**src/serial_eeprom_map.vh**
```
// Purpose: constants shared by the serial memory slave front end
// Assumes: system clock of 25 MHz; bus lines sampled, never used as a clock
// Notes: timing counts derive from times in their own unit
`ifndef SERIAL_EEPROM_MAP_VH
`define SERIAL_EEPROM_MAP_VH

`define CTRL_CODE 4'ha
`define CTRL_CODE_MSB 7
`define CTRL_CODE_LSB 4
`define CTRL_CS_MSB 3
`define CTRL_CS_LSB 1
`define CTRL_RW_BIT 0
`define ADDR_W 13
`define PAGE_IDX_W 5
`define PAGE_BYTES 32
`define BITS_PER_BYTE 4'h8
`define ADDR_RESET 13'h0000
`define CLK_FREQ_MHZ 25
`define WRITE_TIME_US 5000
`define WRITE_CYCLES (`WRITE_TIME_US * `CLK_FREQ_MHZ)
`define WRITE_CNT_W 17

`endif

```
**src/page_buffer.v**
```verilog
// Purpose: 32 byte page buffer for incoming write data
// Assumes: one write port and one read port on the system clock
// Notes: read data come out of a register, one cycle after the address
`include "serial_eeprom_map.vh"

module page_buffer (
	input wire clk_sys_in,
	input wire we_in,
	input wire [`PAGE_IDX_W-1:0] waddr_in,
	input wire [7:0] wdata_in,
	input wire [`PAGE_IDX_W-1:0] raddr_in,
	output reg [7:0] rdata_out
);
	reg [7:0] mem [0:`PAGE_BYTES-1];

	always @(posedge clk_sys_in) begin
		if (we_in) begin
			mem[waddr_in] <= wdata_in;
		end
		rdata_out <= mem[raddr_in];
	end
endmodule // page_buffer

```
**src/serial_eeprom_front.v**
```verilog
// Purpose: two-wire slave front end of a 64 kbit serial memory
// Assumes: bus pins and straps are asynchronous and are synchronised here
// Notes: array reached through read strobe and write port signals
`include "serial_eeprom_map.vh"

module serial_eeprom_front #(
	parameter WRITE_CYCLES = `WRITE_CYCLES
) (
	input wire clk_sys_in,
	input wire rst_in,
	input wire scl_in,
	input wire sda_in,
	input wire chip_select_pin_0_in,
	input wire chip_select_pin_1_in,
	input wire chip_select_pin_2_in,
	input wire write_protect_in,
	input wire [7:0] read_data_in,
	output reg sda_out,
	output reg sda_oe_out,
	output reg [`ADDR_W-1:0] word_address_out,
	output reg read_strobe_out,
	output reg array_we_out,
	output reg [`ADDR_W-1:0] array_wr_addr_out,
	output reg [7:0] array_wr_data_out,
	output reg write_busy_out
);
	localparam [2:0] ST_IDLE = 3'h0;
	localparam [2:0] ST_CTRL = 3'h1;
	localparam [2:0] ST_ADDR_HI = 3'h2;
	localparam [2:0] ST_ADDR_LO = 3'h3;
	localparam [2:0] ST_WDATA = 3'h4;
	localparam [2:0] ST_RDATA = 3'h5;
	localparam [2:0] ST_IGNORE = 3'h6;
	// counts kept in 32 bits, then cut to the counter width on purpose
	localparam integer WRITE_LAST_INT = WRITE_CYCLES - 1;
	localparam integer STREAM_END_INT = `PAGE_BYTES;
	localparam [`WRITE_CNT_W-1:0] WRITE_LAST = WRITE_LAST_INT[`WRITE_CNT_W-1:0];
	localparam [`WRITE_CNT_W-1:0] STREAM_END = STREAM_END_INT[`WRITE_CNT_W-1:0];

	function ctrl_hit;
		input [7:0] ctrl;
		input [2:0] pins;
		begin
			ctrl_hit = (ctrl[`CTRL_CODE_MSB:`CTRL_CODE_LSB] == `CTRL_CODE) &&
				(ctrl[`CTRL_CS_MSB:`CTRL_CS_LSB] == pins);
		end
	endfunction

	// ninth pulse of a byte: the acknowledge slot
	function at_ack_slot;
		input [3:0] cnt;
		begin
			at_ack_slot = (cnt == `BITS_PER_BYTE);
		end
	endfunction

	// two stage synchronisers, plus a third stage for edge detection
	wire [5:0] pins_raw;
	reg [5:0] sync1_reg;
	reg [5:0] sync2_reg;
	reg scl_d_reg;
	reg sda_d_reg;
	assign pins_raw = {write_protect_in, chip_select_pin_2_in, chip_select_pin_1_in,
		chip_select_pin_0_in, sda_in, scl_in};

	// reset to the idle level so the release shows no false Start
	genvar gi;
	generate
		for (gi = 0; gi < 6; gi = gi + 1) begin : g_sync
			always @(posedge clk_sys_in) begin
				if (rst_in) begin
					sync1_reg[gi] <= 1'b1;
					sync2_reg[gi] <= 1'b1;
				end else begin
					sync1_reg[gi] <= pins_raw[gi];
					sync2_reg[gi] <= sync1_reg[gi];
				end
			end
		end
	endgenerate

	wire scl_s;
	wire sda_s;
	wire [2:0] cs_pins_s;
	wire wp_s;
	assign scl_s = sync2_reg[0];
	assign sda_s = sync2_reg[1];
	assign cs_pins_s = sync2_reg[4:2];
	assign wp_s = sync2_reg[5];

	always @(posedge clk_sys_in) begin
		if (rst_in) begin
			scl_d_reg <= 1'b1;
			sda_d_reg <= 1'b1;
		end else begin
			scl_d_reg <= scl_s;
			sda_d_reg <= sda_s;
		end
	end

	wire scl_rise;
	wire scl_fall;
	wire start_det;
	wire stop_det;
	assign scl_rise = scl_s & ~scl_d_reg;
	assign scl_fall = ~scl_s & scl_d_reg;
	assign start_det = scl_s & scl_d_reg & sda_d_reg & ~sda_s;
	assign stop_det = scl_s & scl_d_reg & ~sda_d_reg & sda_s;

	reg [2:0] state_reg;
	reg [3:0] bit_cnt_reg;
	reg [7:0] rx_reg;
	reg [7:0] tx_reg;
	reg ack_want_reg;
	reg [4:0] addr_hi_reg;
	reg [`ADDR_W-`PAGE_IDX_W-1:0] page_reg;
	reg [`PAGE_BYTES-1:0] valid_reg;
	reg got_data_reg;
	reg commit_reg;
	reg rd_load_reg;
	reg buf_we_reg;
	reg [`PAGE_IDX_W-1:0] buf_waddr_reg;
	reg [7:0] buf_wdata_reg;
	reg [`WRITE_CNT_W-1:0] cyc_cnt_reg;
	reg stream_go_reg;
	reg [`PAGE_IDX_W-1:0] stream_idx_reg;
	wire [7:0] buf_rdata;
	wire [7:0] byte_in;
	wire busy_any;

	assign byte_in = {rx_reg[6:0], sda_s};
	// a command in the cycle between Stop and busy is refused too
	assign busy_any = write_busy_out | commit_reg;

	page_buffer u_page_buffer (
		.clk_sys_in(clk_sys_in),
		.we_in(buf_we_reg),
		.waddr_in(buf_waddr_reg),
		.wdata_in(buf_wdata_reg),
		.raddr_in(cyc_cnt_reg[`PAGE_IDX_W-1:0]),
		.rdata_out(buf_rdata)
	);

	// bus protocol engine
	always @(posedge clk_sys_in) begin
		if (rst_in) begin
			state_reg <= ST_IDLE;
			bit_cnt_reg <= 4'h0;
			rx_reg <= 8'h00;
			tx_reg <= 8'hff;
			ack_want_reg <= 1'b0;
			addr_hi_reg <= 5'h00;
			page_reg <= 8'h00;
			valid_reg <= 32'h00000000;
			got_data_reg <= 1'b0;
			commit_reg <= 1'b0;
			rd_load_reg <= 1'b0;
			buf_we_reg <= 1'b0;
			buf_waddr_reg <= 5'h00;
			buf_wdata_reg <= 8'h00;
			word_address_out <= `ADDR_RESET;
			read_strobe_out <= 1'b0;
			sda_out <= 1'b0;
			sda_oe_out <= 1'b0;
		end else begin
			sda_out <= 1'b0;
			read_strobe_out <= 1'b0;
			commit_reg <= 1'b0;
			buf_we_reg <= 1'b0;
			rd_load_reg <= read_strobe_out;
			// array answers one cycle after the strobe
			if (rd_load_reg) begin
				tx_reg <= read_data_in;
				// full 13 bit increment, rolls over at the top of the array
				word_address_out <= word_address_out + 13'h0001;
			end
			if (start_det) begin
				state_reg <= ST_CTRL;
				bit_cnt_reg <= 4'h0;
				sda_oe_out <= 1'b0;
				ack_want_reg <= 1'b0;
				got_data_reg <= 1'b0;
				// a repeated start drops unfinished write data
				if (!write_busy_out) begin
					valid_reg <= 32'h00000000;
				end
			end else if (stop_det) begin
				state_reg <= ST_IDLE;
				sda_oe_out <= 1'b0;
				ack_want_reg <= 1'b0;
				got_data_reg <= 1'b0;
				if (state_reg == ST_WDATA && got_data_reg) begin
					if (wp_s) begin
						valid_reg <= 32'h00000000;
					end else begin
						commit_reg <= 1'b1;
					end
				end
			end else begin
				if (scl_rise && state_reg != ST_IDLE) begin
					if (!at_ack_slot(bit_cnt_reg)) begin
						rx_reg <= byte_in;
						bit_cnt_reg <= bit_cnt_reg + 4'h1;
					end else begin
						bit_cnt_reg <= 4'h0;
						// the control byte's own acknowledge must not fetch a second byte
						if (state_reg == ST_RDATA && !ack_want_reg) begin
							if (sda_s) begin
								state_reg <= ST_IGNORE;
							end else begin
								read_strobe_out <= 1'b1;
							end
						end
					end
					if (bit_cnt_reg == 4'h7) begin
						ack_want_reg <= 1'b0;
						case (state_reg)
							ST_CTRL: begin
								if (ctrl_hit(byte_in, cs_pins_s) && !busy_any) begin
									ack_want_reg <= 1'b1;
									if (byte_in[`CTRL_RW_BIT]) begin
										state_reg <= ST_RDATA;
										read_strobe_out <= 1'b1;
									end else begin
										state_reg <= ST_ADDR_HI;
									end
								end else begin
									state_reg <= ST_IGNORE;
								end
							end
							ST_ADDR_HI: begin
								addr_hi_reg <= byte_in[4:0];
								ack_want_reg <= 1'b1;
								state_reg <= ST_ADDR_LO;
							end
							ST_ADDR_LO: begin
								word_address_out <= {addr_hi_reg, byte_in};
								page_reg <= {addr_hi_reg, byte_in[7:5]};
								ack_want_reg <= 1'b1;
								state_reg <= ST_WDATA;
							end
							ST_WDATA: begin
								// page wraps, so the oldest byte is overwritten first
								buf_we_reg <= 1'b1;
								buf_waddr_reg <= word_address_out[`PAGE_IDX_W-1:0];
								buf_wdata_reg <= byte_in;
								valid_reg[word_address_out[`PAGE_IDX_W-1:0]] <= 1'b1;
								word_address_out[`PAGE_IDX_W-1:0] <=
									word_address_out[`PAGE_IDX_W-1:0] + 5'h01;
								got_data_reg <= 1'b1;
								ack_want_reg <= 1'b1;
							end
							default: begin
								ack_want_reg <= 1'b0;
							end
						endcase
					end
				end
				// drive changes wait for a seen clock low edge, except the release at Start and Stop
				if (scl_fall) begin
					if (at_ack_slot(bit_cnt_reg)) begin
						sda_oe_out <= ack_want_reg & ~busy_any;
					end else if (state_reg == ST_RDATA) begin
						sda_oe_out <= ~tx_reg[3'h7 - bit_cnt_reg[2:0]];
					end else begin
						sda_oe_out <= 1'b0;
					end
				end
			end
		end
	end

	// self-timed array write: stream valid bytes, then hold busy to the end
	always @(posedge clk_sys_in) begin
		if (rst_in) begin
			write_busy_out <= 1'b0;
			cyc_cnt_reg <= {`WRITE_CNT_W{1'b0}};
			stream_go_reg <= 1'b0;
			stream_idx_reg <= 5'h00;
			array_we_out <= 1'b0;
			array_wr_addr_out <= `ADDR_RESET;
			array_wr_data_out <= 8'h00;
		end else begin
			// buffer read is registered, so enable and index trail the count by one
			stream_go_reg <= write_busy_out && (cyc_cnt_reg < STREAM_END);
			stream_idx_reg <= cyc_cnt_reg[`PAGE_IDX_W-1:0];
			array_we_out <= stream_go_reg & valid_reg[stream_idx_reg];
			array_wr_addr_out <= {page_reg, stream_idx_reg};
			array_wr_data_out <= buf_rdata;
			if (commit_reg) begin
				write_busy_out <= 1'b1;
				cyc_cnt_reg <= {`WRITE_CNT_W{1'b0}};
			end else if (write_busy_out) begin
				if (cyc_cnt_reg == WRITE_LAST) begin
					write_busy_out <= 1'b0;
				end else begin
					cyc_cnt_reg <= cyc_cnt_reg + {{(`WRITE_CNT_W-1){1'b0}}, 1'b1};
				end
			end
		end
	end
endmodule // serial_eeprom_front

```
**config.mk**
```make
export PLATFORM = sky130hd
export DESIGN_NAME = serial_eeprom_front
export DESIGN_NICKNAME = d
export VERILOG_FILES = /design/src/page_buffer.v /design/src/serial_eeprom_front.v
export VERILOG_INCLUDE_DIRS = /design/src
export SDC_FILE = /design/constraint.sdc
export NUM_CORES = 1
export LEC_CHECK = 0
export ABC_CLOCK_PERIOD_IN_PS = 5600
export BUFFER_PORTS_ARGS = -buffer_cell sky130_fd_sc_hd__buf_2
export CAP_MARGIN = 20
export CELL_PAD_IN_SITES_DETAIL_PLACEMENT = 1
export CELL_PAD_IN_SITES_GLOBAL_PLACEMENT = 1
export CORE_ASPECT_RATIO = 1.75
export CORE_UTILIZATION = 58
export CTS_BUF_LIST = sky130_fd_sc_hd__clkbuf_8
export DETAILED_ROUTE_END_ITERATION = 16
export PLACE_DENSITY = 0.84
export SLEW_MARGIN = 30
export SYNTH_ARGS = -nofsm -noshare
export SYNTH_HDL_FRONTEND = slang
export SYNTH_SLANG_ARGS = --single-unit
export TNS_END_PERCENT = 20
```
**constraint.sdc**
```tcl
create_clock -name clk_sys_in -period 5.6 [get_ports clk_sys_in]
set_input_delay 1.12 -clock clk_sys_in [delete_from_list [all_inputs] [get_ports clk_sys_in]]
set_output_delay 1.12 -clock clk_sys_in [all_outputs]
set_load 0.02 [all_outputs]
```
==> run_results.csv <==
group,metric,value,unit
outcome,status,"finished, final reports clean",
worst_hold_path,hold_path.class,"register to register",
grt,grt_usage,28.9,%
yosys,yosysTopAreaCell,"edfxtp_1",
yosys,synth_top_area_share,46.3,%
routing,vias_per_cell,6.09,
routing,ant_nets,0,
yosys,synth-edff-count,256,
yosys,synthTopCellsByArea,"edfxtp_1 46%, dfxtp_1 20%, mux4_2 10%",
sta,slew_viol_final,0,
sta,finalHoldViolations,0,
sta,worst_slew_pin_slew,1.01,ns
place,place_hpwl,26.3,mm
yosys,synth-seq-cells,424,
clocking,htreeDepth,2,
finish,fill_cells,2653,
routing,vias,9928,
clocking,clk_path_buf_depth,3,
clocking,cts.sink_count,424,
sta,timing.hold.ws,0.417,ns
worst_setup_path,cp.required,6.08,ns
worst_hold_path,min_from,"sync1_reg[4]",
finish,post_route_cells_drive_above_1_share,21.2,%
routing,wire_per_inst,24.4,µm
clocking,ctsResizeCount,0,
power,ir_drop,0.000242,V
routing,totalWireLength,39.8,mm
yosys,synthArstFlopShare,0,%
yosys,yosysMostFrequentCell,"edfxtp_1",
clocking,cts_tree,"done",
clocking,clkTransAtPathRegs,0.07,ns
floorplanning,num_rows,81,
finish,area_growth,9.81,%
floorplanning,die_w,130,µm
grt,grt-ovfl-total,0,
grt,grt_start_max_net_pins,64,
sta,tns,0,ns
job,drv_cap,0,
power,leakage,6.10,nW
place,gp_congestion,0.829,
finish,multi_input_area,5200,µm²
sta,layout_min_cycle_time,2.86,ns
clocking,clk_latency,0.63,ns
floorplanning,dieArea,29300,µm²
finish,n_antenna_cell,0,
worst_setup_path,critical_path_class,"register to register",
grt,grt_pass1_wl,61.5,mm
worst_setup_path,r2r-start,"cyc_cnt_reg[1]",
worst_setup_path,crit_path_start_kind,"register",
sta,setup_violations,0,
yosys,synthCells,1166,
finish,layout.area.seq,11100,µm²
place,port-buffer-count,53,
yosys,synth_flop_cell,"edfxtp_1",
grt,grt_pass1_vias,10694,
worst_setup_path,crit_fanout,49,
finish,final_nets,1234,
routing,dr.pass1.iters,5,
yosys,synth.distinct_cells,63,
yosys,syn_nets,1189,
clocking,cts_buffers,57,
sta,rsz0062_at_grt,"false",
grt,antenna_found_initial,1,
floorplanning,ios,55,
yosys,synth.top_cells.by_count,"256 x edfxtp_1, 168 x dfxtp_1, 126 x nor2_1",
worst_setup_path,crit_start,"cyc_cnt_reg[1]",
routing,first_iter_violations,666,
sta,slew_headroom,32.4,%
worst_setup_path,endpoint_kind,"register",
sta,fmax,0.350,GHz
floorplanning,core_area,28100,µm²
sta,fin_crit_sh,51.0,%
clocking,cts-root-buf,"clkbuf_8",
yosys,yosysWarnings,0,
yosys,syn_area,16600,µm²
finish,largest_reg_flops,256,
worst_setup_path,cp_data_arrival_time,3.34,ns
routing,drc,0,
yosys,synth_seq_area_share,66.5,%
yosys,synth_area_per_cell,14.2,µm²
power,p_per_area,311,nW/µm²
floorplanning,die-height,226,µm
sta,fin_skew,0.0229,ns
clocking,cts_hold_buf,0,
floorplanning,start_util,59.2,%
clocking,postCtsSetupRepairBufs,0,
[cells by family (layout without fill, tap and decap cells)]
kind of cell / after synthesis / count (layout) / share of synthesized area [%]
flip-flops: 424 / 424 / 66.5
AND/OR/NAND/NOR: 368 / 368 / 11.0
AO/OA/AOI/OAI: 134 / 134 / 5.22
multiplexers: 116 / 116 / 12.7
buffers and inverters: 83 / 175 / 2.21
XOR/XNOR: 33 / 33 / 1.74
adder cells (fa/ha/maj): 7 / 7 / 0.527
other: 1 / 1 / 0.0226
[per-stage QoR]
stage | setup slack [ns] | instance area [µm²] | utilization [%] | total power, mW | std cells
final | 2.74 | 18200 | 65.0 | 5.68 | 1631
after global routing | 2.61 | 18200 | 65.0 | 5.83 | 1631
after CTS | 2.76 | 18200 | 64.9 | 5.72 | 1631
after detailed placement | 2.80 | 17100 | 60.9 | 3.40 | 1525
after global placement | 2.87 | 17100 | 60.8 | 3.40 | 1525
after floorplan | 3.48 | 16600 | - | 3.39 | 1166
[layer usage]
| metal | share of wire [%] | vias to the layer above | global-route usage (%) |
|---|---|---|---|
| li1 | - | 4450 | - |
| met1 | 35 | 5052 | 31.1 |
| met2 | 55 | 304 | 52.8 |
| met3 | 4.1 | 120 | 4.17 |
| met4 | 5.5 | 2 | 17.1 |
| met5 | 0.023 | - | 0 |
[cell type report]
type / instances / area share, %
Sequential cell: 424 / 60.7
Clock inverter: 41 / 1.39
Clock buffer: 65 / 4.90
Inverter: 9 / 0.185
Multi-Input combinational cell: 659 / 28.5
Tap cell: 373 / 2.56
Timing Repair Buffer: 60 / 1.76
[power breakdown]
part	internal, mW	switching [mW]
logic	0.0163	0.0381
registers	3.28	0.00604
clock network	1.20	1.14
[critical path: stages (launching register included)]
cell and delay [ns]:
dfxtp_4 0.80, buf_4 0.53, mux4_2 0.57, mux2i_1 0.31, nor2_1 0.11, a31oi_1 0.23, a21oi_1 0.11
[layout by cell type, fill, tap and decap left out, drive strengths merged, types with 3 or more instances in the layout]
master   instances
nand2           77
ha               7
and4             3
bufinv           3
nor3            12
edfxtp         256
nand3b           9
o21ai            8
a21oi           44
a211oi           9
clkbuf          65
inv             22
or3b             4
xor2            28
and3             4
nor4             8
clkinv          24
nor2b           57
nor3b            7
buf             60
a22oi            3
or2             16
nor2           127
a211o            8
mux2            10
mux4            75
a2111oi          3
o211ai           3
mux2i           31
dfxtp          168
and3b            6
a31oi           40
nand3           16
xnor2            5
nand4           12
[path summary, 6_finish.rpt]
path	to	slack, ns	depth (start not counted)
hold reg to reg	cs_pins_s[2]	0.42	1
setup / recovery	u_page_buffer.rdata_out[6]	2.74	6
setup reg to reg	u_page_buffer.rdata_out[6]	2.74	6
hold / removal	cs_pins_s[2]	0.42	1
Note: power is estimated with default switching activity, not from simulation.
